--- src/dcim_pkg.sv ---
// Constants, types and decode shared by the DMA channel interrupt status/mask block
`default_nettype none
package dcim_pkg;
   localparam int unsigned BUS_W = 32;
   localparam int unsigned OFF_W = 12;
   // Byte offsets of the register words
   localparam logic [11:0] TFR_FLAGS_OFF = 12'h000;
   localparam logic [11:0] BLK_FLAGS_OFF = 12'h004;
   localparam logic [11:0] TFR_ENABLE_OFF = 12'h008;
   localparam logic [11:0] TFR_PEND_OFF = 12'h00C;
   // Reset and default values, and the AHB word-size and OKAY response codes
   localparam logic [31:0] FLAGS_RST = 32'h0000_0000;
   localparam logic [31:0] ENABLE_RST = 32'h0000_0000;
   localparam logic [31:0] UNMAPPED_RD = 32'h0000_0000;
   localparam logic [2:0] HSIZE_WORD = 3'h2;
   localparam logic HRESP_OKAY = 1'h0;

   typedef enum logic [1:0] {
      DCIM_PH_IDLE,
      DCIM_PH_WR,
      DCIM_PH_RD_WAIT,
      DCIM_PH_RD_DONE
   } dcim_phase_t;

   typedef enum logic [2:0] {
      DCIM_R_TFR,
      DCIM_R_BLK,
      DCIM_R_EN,
      DCIM_R_PEND,
      DCIM_R_NONE
   } dcim_reg_t;

   function automatic dcim_reg_t dcim_decode(input logic [11:0] off);
      dcim_reg_t r;
      r = DCIM_R_NONE;
      if (off == TFR_FLAGS_OFF) begin
         r = DCIM_R_TFR;
      end else if (off == BLK_FLAGS_OFF) begin
         r = DCIM_R_BLK;
      end else if (off == TFR_ENABLE_OFF) begin
         r = DCIM_R_EN;
      end else if (off == TFR_PEND_OFF) begin
         r = DCIM_R_PEND;
      end
      return r;
   endfunction
endpackage
`default_nettype wire

--- src/dcim_flag_bank.sv ---
// Sticky per-channel event flags, set by hardware and cleared by writing one
`default_nettype none
module dcim_flag_bank
   import dcim_pkg::*;
#(
   parameter int unsigned WIDTH = 32
) (
   // Clock and reset
   input wire logic clk_in,
   input wire logic rst_b_in,
   // Events and clears
   input wire logic [WIDTH-1:0] set_in,
   input wire logic [WIDTH-1:0] clr_in,
   // Flag state
   output logic [WIDTH-1:0] flags_out
);
   logic [WIDTH-1:0] flags_r;
   logic [WIDTH-1:0] flags_nxt;

   // Set beats a clear in the same cycle so no completion is lost
   assign flags_nxt = (flags_r & ~clr_in) | set_in;

   always_ff @(posedge clk_in or negedge rst_b_in) begin
      if (!rst_b_in) begin
         flags_r <= WIDTH'(FLAGS_RST);
      end else begin
         flags_r <= flags_nxt;
      end
   end

   assign flags_out = flags_r;

   AST_SET_WINS: assert property (@(posedge clk_in) disable iff (!rst_b_in)
      (set_in != '0) |=> ((flags_r & $past(set_in)) == $past(set_in)))
      else $error("event did not set its flag");

   AST_FALL_ONLY_ON_CLEAR: assert property (@(posedge clk_in) disable iff (!rst_b_in)
      1'b1 |=> (($past(flags_r) & ~flags_r & ~$past(clr_in)) == '0))
      else $error("flag dropped without a clear");
endmodule
`default_nettype wire

--- src/dcim_top.sv ---
// AHB-Lite register slave for DMA channel completion flags and interrupt enable
//
// The AHB-Lite slave port is this design's own decision.
`default_nettype none
module dcim_top
   import dcim_pkg::*;
#(
   parameter int unsigned NUM_CH = 32
) (
   // Clock and reset
   input wire logic CLK_IN,
   input wire logic RST_B_IN,
   // AHB-Lite slave
   input wire logic HSEL_IN,
   input wire logic [31:0] HADDR_IN,
   input wire logic [1:0] HTRANS_IN,
   input wire logic HWRITE_IN,
   input wire logic [2:0] HSIZE_IN,
   input wire logic [31:0] HWDATA_IN,
   input wire logic HREADY_IN,
   output logic [31:0] HRDATA_OUT,
   output logic HREADYOUT_OUT,
   output logic HRESP_OUT,
   // Completion events from the DMA channels, one-cycle pulses
   input wire logic [NUM_CH-1:0] TFR_DONE_IN,
   input wire logic [NUM_CH-1:0] BLK_DONE_IN,
   // Interrupt
   output logic IRQ_OUT
);
   dcim_phase_t phase_r;
   dcim_phase_t phase_nxt;
   dcim_reg_t dph_reg_r;
   logic [31:0] hrdata_r;
   logic [NUM_CH-1:0] tfr_enable_r;
   logic [NUM_CH-1:0] tfr_flags;
   logic [NUM_CH-1:0] blk_flags;
   logic [NUM_CH-1:0] tfr_clr;
   logic [NUM_CH-1:0] blk_clr;
   logic [NUM_CH-1:0] tfr_pend;
   logic accept;
   logic wr_commit;

   // Only whole-word transfers are decoded; other sizes complete with no effect
   assign accept = HSEL_IN & HTRANS_IN[1] & HREADY_IN;

   always_comb begin
      phase_nxt = DCIM_PH_IDLE;
      unique case (phase_r)
         DCIM_PH_RD_WAIT: begin
            phase_nxt = DCIM_PH_RD_DONE;
         end
         DCIM_PH_IDLE, DCIM_PH_WR, DCIM_PH_RD_DONE: begin
            if (accept) begin
               phase_nxt = HWRITE_IN ? DCIM_PH_WR : DCIM_PH_RD_WAIT;
            end
         end
      endcase
   end

   always_ff @(posedge CLK_IN or negedge RST_B_IN) begin
      if (!RST_B_IN) begin
         phase_r <= DCIM_PH_IDLE;
         dph_reg_r <= DCIM_R_NONE;
      end else begin
         phase_r <= phase_nxt;
         if (accept) begin
            dph_reg_r <= (HSIZE_IN == HSIZE_WORD) ? dcim_decode(HADDR_IN[OFF_W-1:0])
                                                  : DCIM_R_NONE;
         end
      end
   end

   // Reads take one wait state so that read data comes from a flip-flop
   assign HREADYOUT_OUT = (phase_r != DCIM_PH_RD_WAIT);
   assign HRESP_OUT = HRESP_OKAY;
   assign wr_commit = (phase_r == DCIM_PH_WR);

   always_ff @(posedge CLK_IN or negedge RST_B_IN) begin
      if (!RST_B_IN) begin
         hrdata_r <= UNMAPPED_RD;
      end else if (phase_r == DCIM_PH_RD_WAIT) begin
         unique case (dph_reg_r)
            DCIM_R_TFR: hrdata_r <= 32'(tfr_flags);
            DCIM_R_BLK: hrdata_r <= 32'(blk_flags);
            DCIM_R_EN: hrdata_r <= 32'(tfr_enable_r);
            DCIM_R_PEND: hrdata_r <= 32'(tfr_pend);
            DCIM_R_NONE: hrdata_r <= UNMAPPED_RD;
         endcase
      end
   end

   assign HRDATA_OUT = hrdata_r;

   always_ff @(posedge CLK_IN or negedge RST_B_IN) begin
      if (!RST_B_IN) begin
         tfr_enable_r <= NUM_CH'(ENABLE_RST);
      end else if (wr_commit && dph_reg_r == DCIM_R_EN) begin
         tfr_enable_r <= HWDATA_IN[NUM_CH-1:0];
      end
   end

   // Write-one-to-clear strobes
   assign tfr_clr = (wr_commit && dph_reg_r == DCIM_R_TFR) ? HWDATA_IN[NUM_CH-1:0] : '0;
   assign blk_clr = (wr_commit && dph_reg_r == DCIM_R_BLK) ? HWDATA_IN[NUM_CH-1:0] : '0;

   dcim_flag_bank #(
      .WIDTH(NUM_CH)
   ) u_tfr_flags (
      .clk_in(CLK_IN),
      .rst_b_in(RST_B_IN),
      .set_in(TFR_DONE_IN),
      .clr_in(tfr_clr),
      .flags_out(tfr_flags)
   );

   dcim_flag_bank #(
      .WIDTH(NUM_CH)
   ) u_blk_flags (
      .clk_in(CLK_IN),
      .rst_b_in(RST_B_IN),
      .set_in(BLK_DONE_IN),
      .clr_in(blk_clr),
      .flags_out(blk_flags)
   );

   // Block-done flags are status only; they never reach the interrupt line
   assign tfr_pend = tfr_flags & tfr_enable_r;
   assign IRQ_OUT = |tfr_pend;

   AST_IRQ_ON_ENABLED_EVENT: assert property (@(posedge CLK_IN) disable iff (!RST_B_IN)
      ((TFR_DONE_IN & tfr_enable_r) != '0 && !wr_commit) |=> IRQ_OUT)
      else $error("enabled completion did not raise interrupt");

   // Checked across a clock edge so that a broken mask or a stray set is caught
   AST_MASKED_STAYS_LOW: assert property (@(posedge CLK_IN) disable iff (!RST_B_IN)
      (!IRQ_OUT && (TFR_DONE_IN & tfr_enable_r) == '0 && !wr_commit) |=> !IRQ_OUT)
      else $error("masked completion raised interrupt");

   AST_ENABLE_NEEDS_FLAG: assert property (@(posedge CLK_IN) disable iff (!RST_B_IN)
      (tfr_flags == '0 && TFR_DONE_IN == '0) |=> !IRQ_OUT)
      else $error("interrupt high with no flag set");

   AST_IRQ_DROPS: assert property (@(posedge CLK_IN) disable iff (!RST_B_IN)
      (tfr_clr != '0 && (tfr_pend & ~tfr_clr) == '0 && TFR_DONE_IN == '0)
      |=> !IRQ_OUT)
      else $error("interrupt stayed high after enabled flags cleared");

   AST_ENABLE_WRITE: assert property (@(posedge CLK_IN) disable iff (!RST_B_IN)
      (accept && HWRITE_IN && HSIZE_IN == HSIZE_WORD
       && HADDR_IN[OFF_W-1:0] == TFR_ENABLE_OFF)
      ##1 1'b1 |=> (tfr_enable_r == $past(HWDATA_IN[NUM_CH-1:0])))
      else $error("enable register did not take written value");

   AST_READ_ONE_WAIT: assert property (@(posedge CLK_IN) disable iff (!RST_B_IN)
      (accept && !HWRITE_IN) |=> !HREADYOUT_OUT ##1 HREADYOUT_OUT)
      else $error("read did not take exactly one wait state");

   AST_BLK_READBACK: assert property (@(posedge CLK_IN) disable iff (!RST_B_IN)
      (phase_r == DCIM_PH_RD_WAIT && dph_reg_r == DCIM_R_BLK)
      |=> (HRDATA_OUT == 32'($past(blk_flags))))
      else $error("block flags read back wrong");

   // Bus protocol checks
   AST_WRITE_NO_WAIT: assert property (@(posedge CLK_IN) disable iff (!RST_B_IN)
      (accept && HWRITE_IN) |=> HREADYOUT_OUT)
      else $error("write inserted a wait state");

   AST_PHASE_AFTER_WAIT: assert property (@(posedge CLK_IN) disable iff (!RST_B_IN)
      (phase_r == DCIM_PH_RD_WAIT) |=> (phase_r == DCIM_PH_RD_DONE))
      else $error("read wait state not followed by its data cycle");

   AST_NONWORD_IGNORED: assert property (@(posedge CLK_IN) disable iff (!RST_B_IN)
      (accept && HSIZE_IN != HSIZE_WORD) |=> (dph_reg_r == DCIM_R_NONE))
      else $error("non-word transfer was decoded");

   // Read data only moves when a read loads it, so software sees a steady word
   AST_RDATA_HOLDS: assert property (@(posedge CLK_IN) disable iff (!RST_B_IN)
      (phase_r != DCIM_PH_RD_WAIT) |=> $stable(HRDATA_OUT))
      else $error("read data changed outside a read");

   // Register content checks
   AST_ENABLE_HOLDS: assert property (@(posedge CLK_IN) disable iff (!RST_B_IN)
      !(wr_commit && dph_reg_r == DCIM_R_EN) |=> $stable(tfr_enable_r))
      else $error("enable register changed without a write");

   AST_ENABLE_READBACK: assert property (@(posedge CLK_IN) disable iff (!RST_B_IN)
      (phase_r == DCIM_PH_RD_WAIT && dph_reg_r == DCIM_R_EN)
      |=> (HRDATA_OUT == 32'($past(tfr_enable_r))))
      else $error("enable register read back wrong");

   AST_PEND_READBACK: assert property (@(posedge CLK_IN) disable iff (!RST_B_IN)
      (phase_r == DCIM_PH_RD_WAIT && dph_reg_r == DCIM_R_PEND)
      |=> (HRDATA_OUT == 32'($past(tfr_flags) & $past(tfr_enable_r))))
      else $error("pending word read back wrong");

   AST_UNMAPPED_ZERO: assert property (@(posedge CLK_IN) disable iff (!RST_B_IN)
      (phase_r == DCIM_PH_RD_WAIT && dph_reg_r == DCIM_R_NONE)
      |=> (HRDATA_OUT == UNMAPPED_RD))
      else $error("unmapped read returned data");

   // A clear only wins where no event arrives in the same cycle
   AST_BLK_CLEAR: assert property (@(posedge CLK_IN) disable iff (!RST_B_IN)
      (blk_clr != '0 && BLK_DONE_IN == '0)
      |=> ((blk_flags & $past(blk_clr)) == '0))
      else $error("block flag survived its clear");

   AST_TFR_CLEAR: assert property (@(posedge CLK_IN) disable iff (!RST_B_IN)
      (tfr_clr != '0 && TFR_DONE_IN == '0)
      |=> ((tfr_flags & $past(tfr_clr)) == '0))
      else $error("transfer flag survived its clear");

   // Coverage of the main scenarios

   COV_IRQ_RISE: cover property (@(posedge CLK_IN) disable iff (!RST_B_IN) $rose(IRQ_OUT));
   COV_IRQ_CLEARED: cover property (@(posedge CLK_IN) disable iff (!RST_B_IN)
      $fell(IRQ_OUT) && $past(wr_commit));
   COV_BLK_W1C: cover property (@(posedge CLK_IN) disable iff (!RST_B_IN)
      blk_clr != '0 && blk_flags != '0);
   COV_SET_WINS: cover property (@(posedge CLK_IN) disable iff (!RST_B_IN)
      (blk_clr & BLK_DONE_IN) != '0);
   COV_MASKED_EVENT: cover property (@(posedge CLK_IN) disable iff (!RST_B_IN)
      (TFR_DONE_IN & ~tfr_enable_r) != '0);
endmodule
`default_nettype wire

--- config.mk ---
export PLATFORM = sky130hd
export DESIGN_NAME = dcim_top
export DESIGN_NICKNAME = d
export VERILOG_FILES = /design/src/dcim_pkg.sv /design/src/dcim_flag_bank.sv /design/src/dcim_top.sv
export SDC_FILE = /design/constraint.sdc
export NUM_CORES = 1
export LEC_CHECK = 0
export ABC_AREA = 1
export BUFFER_PORTS_ARGS = -buffer_cell sky130_fd_sc_hd__buf_2
export CAP_MARGIN = 30
export CORE_MARGIN = 3
export CORE_UTILIZATION = 53
export CTS_CLUSTER_SIZE = 25
export DETAILED_ROUTE_END_ITERATION = 7
export GPL_TIMING_DRIVEN = 0
export PLACE_DENSITY = 0.9
export SETUP_SLACK_MARGIN = 0.1
export SKIP_LAST_GASP = 1
export SLEW_MARGIN = 20
export SYNTH_ARGS = -nofsm -noshare
export SYNTH_HDL_FRONTEND = slang
export SYNTH_SLANG_ARGS = --single-unit
--- constraint.sdc ---
create_clock -name CLK_IN -period 2 [get_ports CLK_IN]
set_input_delay 0.1 -clock CLK_IN [delete_from_list [all_inputs] [get_ports CLK_IN]]
set_output_delay 0.1 -clock CLK_IN [all_outputs]
set_load 0.005 [all_outputs]
* Yosys cells after proc, flatten, opt, wreduce, memory -nomap -nowiden
Index checks and enable logic that the tools add are counted.
Storage, ports and cells: bits in registers 133, latch bits 0, RAM bits 0, memory bits (read-only) 0, input bits 138, output and inout port bits 35, logic and storage cells 46, memories kept 0
Cells by class: add/subtract/negate cells 0, multiply operators 0, div/mod/pow operators 0, $lt $le $gt $ge 0, equal/unequal tests 12, shift-type cells 0, mux-type cells 11, bitwise gates (word level) 9, reductions and logical operators 8
Operator list (count):
- $pmux W32 S5 | 1
- $and A32 B32 Y32 | 3
- $mux W32 | 2
- $not A32 Y32 | 2
- $or A32 B32 Y32 | 2
- $reduce_or A32 Y1 | 1
- $eq A12 B4 Y1 const B | 2
- $mux W3 | 5
- $eq A12 B3 Y1 const B | 1
- $logic_not A12 Y1 | 1
- $eq A3 B2 Y1 const B | 3
- $eq A2 B2 Y1 const B | 2
- $mux W2 | 2
- $pmux W2 S2 | 1
- $eq A3 B1 Y1 const B | 1
- $eq A3 B3 Y1 const B | 1
- $logic_and A1 B1 Y1 | 3
- $logic_not A3 Y1 | 1
- $reduce_or A3 Y1 | 1
- $and A1 B1 Y1 | 2
- $eq A2 B1 Y1 const B | 1
- $logic_not A2 Y1 | 1
- $ne A2 B2 Y1 const B | 1

* Depth between registers and ports, before layout
Gate-level depths: netlist (run 1).
depth after elaboration 6, mapped depth 9, depth with buffers taken out 8

* Cells and area by module
From an unflattened synthesis (run 1), not the netlist that was laid out.
Second synthesis, totals: cells, all modules 1095, area, all modules 7265.7 µm²
By module, submodules not included:
- dcim_top | times used 1, cells an instance 775, area an instance 4703.3 µm², seq. area each 1727.9 µm²
- dcim_flag_bank | times used 2, cells an instance 160, area an instance 1281.2 µm², seq. area each 800.8 µm²

* Worst setup path before layout (run 1)
OpenSTA, ideal clock, no wires.
kind reg2reg, start register dph_reg_r[2], end register hrdata_r[28], in the netlist HRDATA_OUT[28], setup time 0.117 ns, arrival time 1.348 ns, data required time 1.883 ns, path slack 0.535 ns, stages on the path, launching flop included 10, path buffers 2, period minus slack after synthesis 1.465 ns, cells stage by stage dfstp_2 > inv_2 > buf_2 > nand2_1 > nand2_2 > buf_2 > nor2_1 > nand2_1 > nand2_1 > nand2_1
Between the ends: cells in the longest elaborated chain, start to end 2, elaborated cells between the ends (all ways) 6, those cells by class eq/ne (4); mux (1); reduce/logical (1)
Ends and longest elaborated chain:
- start: declaration | RTL line dcim_top.sv:32 | dcim_reg_t dph_reg_r;
- start signal: assignment | RTL line dcim_top.sv:67 | dph_reg_r <= (HSIZE_IN == HSIZE_WORD) ? dcim_decode(HADDR_IN[OFF_W-1:0])
- $eq A3 B3 Y1 (tied with other cells) | RTL line dcim_top.sv:82 | unique case (dph_reg_r)
- $pmux W32 S5 (*) | RTL line dcim_top.sv:82
- end signal: assignment | RTL line dcim_top.sv:83 | DCIM_R_TFR: hrdata_r <= 32'(tfr_flags);
- end signal: assignment | RTL line dcim_top.sv:84 | DCIM_R_BLK: hrdata_r <= 32'(blk_flags);
- end signal: assignment | RTL line dcim_top.sv:85 | DCIM_R_EN: hrdata_r <= 32'(tfr_enable_r);
- end: declaration | RTL line dcim_top.sv:33 | logic [31:0] hrdata_r;
Mark *: on every way between the ends. The rest lies on a longest branch, timed or not. A chain may end at the register's enable or synchronous reset.

* Final worst setup path (run 1)
start register dph_reg_r[1], end register u_blk_flags.flags_r[9], in the netlist u_blk_flags.flags_out[9]
Between the ends: cells in the longest elaborated chain, start to end 6
Ends and longest elaborated chain:
- $eq A3 B1 Y1 | RTL line dcim_top.sv:104 | assign blk_clr = (wr_commit && dph_reg_r == DCIM_R_BLK) ? HWDATA_IN[NUM_CH-1:0] : '0;
- $logic_and A1 B1 Y1 | RTL line dcim_top.sv:104
- $mux W32 | RTL line dcim_top.sv:104
- $not A32 Y32 | RTL line dcim_flag_bank.sv:21 | assign flags_nxt = (flags_r & ~clr_in) | set_in;
- $and A32 B32 Y32 | RTL line dcim_flag_bank.sv:21
- $or A32 B32 Y32 | RTL line dcim_flag_bank.sv:21
- named net u_blk_flags.flags_nxt[9] | RTL line dcim_flag_bank.sv:18 | logic [WIDTH-1:0] flags_nxt;
- end signal: assignment | RTL line dcim_flag_bank.sv:25 | flags_r <= WIDTH'(FLAGS_RST);
- end signal: assignment | RTL line dcim_flag_bank.sv:27 | flags_r <= flags_nxt;
- end: declaration | RTL line dcim_flag_bank.sv:17 | logic [WIDTH-1:0] flags_r;
The timed path passes the listed nets, and every way through them passes these cells.

==> results of run 1 <==
[cells in the final DEF (no fill, tap or decap), drive strengths merged, types with 2 or more instances in the layout]
master	netlist	layout
a21oi	32	32
buf	31	180
bufinv	0	2
clkbuf	8	29
clkinv	1	8
clkinvlp	0	3
dfrtp	132	132
dlygate4sd3	0	95
inv	137	137
nand2	258	258
nand3	23	23
nand4	16	16
nor2	174	174
o21ai	54	54
o21bai	47	47
[worst max-delay path: stages (launching register included)]
cell      delay (ns)
dfrtp_2         0.48
inv_4           0.16
nand3_2         0.20
inv_2           0.12
nand2_1         0.17
clkbuf_4        0.29
o21ai_0         0.25
nand2_1         0.11
[routing by layer]
layer	track usage, %	vias to the layer above	wire length [um]
li1	-	3342	-
met1	40.0	3286	8480
met2	54.9	551	10800
met3	8.42	141	2390
met4	20.9	0	1340
met5	0	-	0
[cell type report]
class / instances / area (um2)
Inverter: 138 / 520
Timing Repair Buffer: 246 / 1740
Fill cell: 787 / 2880
Clock buffer: 19 / 443
Multi-Input combinational cell: 608 / 2680
Buffer: 39 / 225
Sequential cell: 133 / 3330
Tap cell: 168 / 210
Clock inverter: 12 / 133
[how the worst max path moves through the flow]
stage	start	to	slack, ns	depth (start not counted)
after global routing	dph_reg_r[1]$_DFFE_PN0N_	u_blk_flags.flags_out[8]$_DFF_PN0_	0.09	7
final	dph_reg_r[1]$_DFFE_PN0N_	u_blk_flags.flags_out[9]$_DFF_PN0_	0.09	7
after floorplan	dph_reg_r[2]$_DFFE_PN1N_	HRDATA_OUT[28]$_DFFE_PN0N_	0.54	9
after detailed placement	dph_reg_r[1]$_DFFE_PN0N_	HRDATA_OUT[28]$_DFFE_PN0N_	0.11	8
after global placement	RST_B_IN	HRDATA_OUT[19]$_DFFE_PN0N_	-0.90	1
after CTS	dph_reg_r[1]$_DFFE_PN0N_	tfr_enable_r[8]$_DFFE_PN0P_	0.11	6
[sequential cells by signal (all words and copies together), names as in the netlist]
| signal | flops |
|---|---|
| HRDATA_OUT | 32 |
| tfr_enable_r | 32 |
| u_blk_flags.flags_out | 32 |
| u_tfr_flags.flags_out | 32 |
| dph_reg_r | 3 |
| phase_r | 2 |
[timing repair]
action / 4_1_cts / 5_1_grt
hold endpoints to repair: 149 / 0
setup endpoints to repair: 2 / 52
buffers inserted: 0 / 0
gates resized for setup: 3 / 30
hold buffers: 95 / 0
pin swaps: 0 / 0
[synthesized netlist by cell type (all sizes together)]
library cell  number
a21oi             32
buf               31
clkbuf             8
clkinv             1
conb               1
dfrtp            132
dfstp              1
inv              137
nand2            258
nand3             23
nand3b             1
nand4             16
nor2             174
o211ai             1
o21ai             54
o21bai            47
or2                1
[logic make-up (layout without fill, tap and decap cells)]
kind of cell | count (synthesis) | in the layout | synth area share, %
flip-flops | 133 | 133 | 49.7
AND/OR/NAND/NOR | 473 | 473 | 28.0
other | 1 | 1 | 0.0560
AO/OA/AOI/OAI | 134 | 134 | 11.8
buffers and inverters | 177 | 454 | 10.4
[power groups by stage]
| stage | combinational (mW) | clock, mW | sequential, mW |
|---|---|---|---|
| after global routing | 0.843 | 3.20 | 2.74 |
| after CTS | 0.735 | 3.06 | 2.74 |
| final | 0.773 | 3.08 | 2.74 |
| after global placement | 0.564 | 0 | 2.79 |
| after detailed placement | 0.585 | 0 | 2.79 |
| after floorplan | 0.269 | 0 | 2.79 |
==> metrics, run 1 <==
outcome=complete, no violations; Peak Freq=approximately 520 MHz; 1st-iter DRT viols=1082; # IOs=between 150 and 200; vias after detailed routing=7320; final setup fails=0; slew margin rel.=between 50% and 60%; largest net degree at the start of global routing=79; Chip Width=118 um; vias per cell=5.37; final worst setup slack=0.0924 ns; Total GRT Usage=33.6%; worst r2r src=dph_reg_r[1]$_DFFE_PN0N_; ant diodes=0; Initial Util=a little under three fifths; full die area=14000 um2; most area-hungry cell type in the Yosys netlist=dfrtp_1; Finished Layout Cells=1363; Clk pin slew, worst setup/hold paths=0.06 ns; final hold vios=0; cell area after placement=7700 um2; synth warn=0; WP data required=2.29 ns; NetSw=roughly 1.7 mW; worst slew pin tran=0.630 ns; layout cells sized above 1=18.8%; Final nets=1321; combinational share of power=11.7%; FF+latch count, synth=between 100 and 150; ranking of synthesized cells by area=dfrtp_1, nand2_1, nor2_1; die height=approximately 120 um; Setup WS pre-CTS=0.109 ns; synth unique cells=24; Area Growth Syn to Fin=38.5%; Placed Cells=1237; TNS Setup=0 ns; number of port buffers=150; Num CTS Buffers=17; Max VDD drop=0.508 mV; # clock sinks=133; RePlAce Congestion=0.873; TritonRoute pass-1 iters=6; antenna-violating nets left=0; Hold WC Path Type=input pin to register; Max Fanout on Critical Path=10; drt drc=0; GRT overflow=0; Syn Nets=1056; startpoint types=register; Finished Core Util=76.3%; Syn Std Cell Area=6700 um2; post-synth top area share=49.3%; first-pass GRT wire length=37200 um; Switching Fraction=between 20% and 30%; vias in the first global route=7694; Pint=4.92 mW; Clock Path Buffers=2; drt wl/cell=approximately 17 um; final count of pins violating max slew=0; sequential fraction of design power=41.6%; worst hold path depth=3; Critical Path AT=roughly 2.2 ns; total power=6.59 mW; post-synthesis cell count=918; Reg-to-Reg End=u_blk_flags.flags_out[9]$_DFF_PN0_; sequential fraction of the synthesis area=roughly 50%; CTS Root Cell=clkbuf_16; Design Area, Final=9280 um2; CP Class=register to register; DP HPWL=about 13000 um; hold endpoint=tfr_enable_r[19]$_DFFE_PN0P_; Routed WL=between 20000 and 25000 um; Rows=40; initial antenna violation count=0; cells on worst reg2reg path=7; clock power share=between 40 and 50%; CTS tree=done; Clock Skew=about 0.0092 ns; core area=roughly 12000 um2; H-tree depth=4; R2R setup slack=0.09 ns; hold wc startpoint=HWDATA_IN[19]; Syn Area/Cell=7.30 um2; RSZ-0062 raised after global routing=no; worst skew pair latency=0.43 ns; Power Dens Cells=710 nW/um2; Min Hold Slack=0.00258 ns; Leakage=~5.8 nW; critical path capture point type=register; # Max-Cap Violations=0; Tcrit/Tclk final=95.4%; minimum clock period=1.91 ns
(Power assumes the default switching activity.)
==> inputs of run 2 (changes only) <==
- CORE_UTILIZATION: 53 -> 48
- PLACE_DENSITY: 0.9 -> 0.86
- clock period: 2 -> 1.7 ns (I/O delays scaled with it)
==> run 2 against run 1 <==
  * The flow now finishes with violations (setup timing)
  * Cell area is 8.7% higher
  * Clock-buffer cell count is 5 higher
  * Hold slack better by 0.045 ns
  * Critical path depth is 2 lower
  * First-iteration DRC count is 6.8% lower
  * Clock power is 22% higher
  * Die area is 9.9% higher
  * Total power is 20% higher
  * Critical path type unchanged
==> metrics, run 2 (synthesized netlist as in run 1, its figures left out) <==
worst skew pair latency=0.43 ns; Clk pin slew, worst setup/hold paths=roughly 0.060 ns; WP data required=2.00 ns; layout cells sized above 1=25.1%; outcome=finished, violations left; commonest cells after routing, fill and taps aside=nand2_1, nor2_1, buf_2; worst slew pin tran=0.616 ns; drt wl/cell=~18 um; Finished Core Util=75.0%; Leakage=approximately 6.1 nW; minimum clock period=1.70 ns; Clock Skew=0.00710 ns; Critical Path AT=2.01 ns; DP HPWL=13800 um; startpoint types=register; cell area after placement=between 7000 and 8000 um2; 1st-iter DRT viols=1008; Setup WS pre-CTS=-0.153 ns; failing checks=setup timing; largest net degree at the start of global routing=75; RePlAce Congestion=0.886; Chip Width=124 um; # clock sinks=133; final hold vios=0; cells on worst reg2reg path=5; NetSw=1.95 mW; Num CTS Buffers=17; initial antenna violation count=1; CTS tree=done; die height=124 um; final worst setup slack=-0.00273 ns; Clock Path Buffers=2; final count of pins violating max slew=0; full die area=15400 um2; # Max-Cap Violations=0; Hold WC Path Type=input pin to register; Power Dens Cells=786 nW/um2; slew margin rel.=around three fifths; Peak Freq=587 MHz; core area=13500 um2; Design Area, Final=10100 um2; antenna-violating nets left=0; # IOs=173; drt drc=0; Total GRT Usage=between 30% and 40%; total power=approximately 7.9 mW; GRT overflow=0; Max Fanout on Critical Path=10; Max VDD drop=0.657 mV; vias per cell=about 5.4; Tcrit/Tclk final=100%; number of port buffers=150; vias in the first global route=7425; final setup fails=1; CTS Root Cell=clkbuf_16; worst hold path depth=6; Rows=42; Switching Fraction=24.6%; H-tree depth=4; sequential fraction of design power=roughly 41%; CP Class=register to register; most common cell after layout, fill and taps aside=nand2_1; combinational share of power=between 10% and 20%; Pint=5.98 mW; TritonRoute pass-1 iters=6; TNS Setup=-0.00273 ns; Routed WL=~25000 um; Area Growth Syn to Fin=50.6%; Final nets=1366; vias after detailed routing=roughly 7700; critical path capture point type=register; clock power share=47.3%; Initial Util=49.8%; RSZ-0062 raised after global routing=yes; first-pass GRT wire length=36200 um
## run 2: critical path: stages, from the launching register on
cell and delay (ns):
dfrtp_1 0.39, nor2_1 0.39, nand2_2 0.22, buf_6 0.21, o21ai_0 0.28, nand2_1 0.09
## run 2: metrics by stage
step | hold slack [ns] | std cells
global route | 0.107 | 1418
global placement | 0.269 | 1244
CTS | 0.00982 | 1382
finish | 0.0473 | 1418
detailed placement | 0.0489 | 1245
floorplan | -0.211 | 918
## run 2: cell type report
| class | count | area (um2) |
|---|---|---|
| tap | 176 | 220 |
| timing repair buffer | 290 | 2170 |
| clock buffer | 24 | 502 |
| buffer | 39 | 365 |
| antenna | 1 | 2.50 |
| inverter | 138 | 523 |
| clock inverter | 8 | 96.3 |
| multi-input combinational | 609 | 2880 |
| fill | 938 | 3360 |
| sequential | 133 | 3330 |
## run 2: path summary, 6_finish.rpt
| check | start | to | slack, ns |
|---|---|---|---|
| hold / removal | HADDR_IN[0] | dph_reg_r[1]$_DFFE_PN0N_ | 0.05 |
| setup reg to reg | phase_r[1]$_DFF_PN0_ | u_blk_flags.flags_out[9]$_DFF_PN0_ | -0.003 |
| max in group asynchronous | RST_B_IN | dph_reg_r[2]$_DFFE_PN1N_ | 0.77 |
| setup / recovery | phase_r[1]$_DFF_PN0_ | u_blk_flags.flags_out[9]$_DFF_PN0_ | -0.003 |
| hold reg to reg | HRDATA_OUT[8]$_DFFE_PN0N_ | HRDATA_OUT[8]$_DFFE_PN0N_ | 0.47 |
| min in group asynchronous | RST_B_IN | HRDATA_OUT[7]$_DFFE_PN0N_ | 0.17 |
## run 2: routing by layer
| layer | global-route usage [%] | part of all wire (%) | wire [um] |
|---|---|---|---|
| met4 | 13.5 | 4.5 | 1140 |
| met3 | 6.22 | 11 | 2670 |
| met1 | 38.5 | 37 | 9340 |
| met2 | 52.0 | 48 | 12000 |
| met5 | 0 | 0 | 0 |
## run 2: timing repair
action | 4_1_cts | 5_1_grt
gates cloned | 0 | 5
pin swaps | 4 | 22
resized for setup | 50 | 86
hold endpoints to repair | 159 | 0
hold buffers | 101 | 0
setup endpoints to repair | 100 | 126
buffers inserted | 4 | 30
## run 2: power by group through the flow
stage / combinational, mW / clock [mW] / sequential, mW
floorplan: 0.316 / 0 / 3.28
global placement: 0.672 / 0 / 3.28
detailed placement: 0.695 / 0 / 3.28
CTS: 0.903 / 3.70 / 3.22
global route: 1.04 / 3.88 / 3.23
finish: 0.952 / 3.75 / 3.22
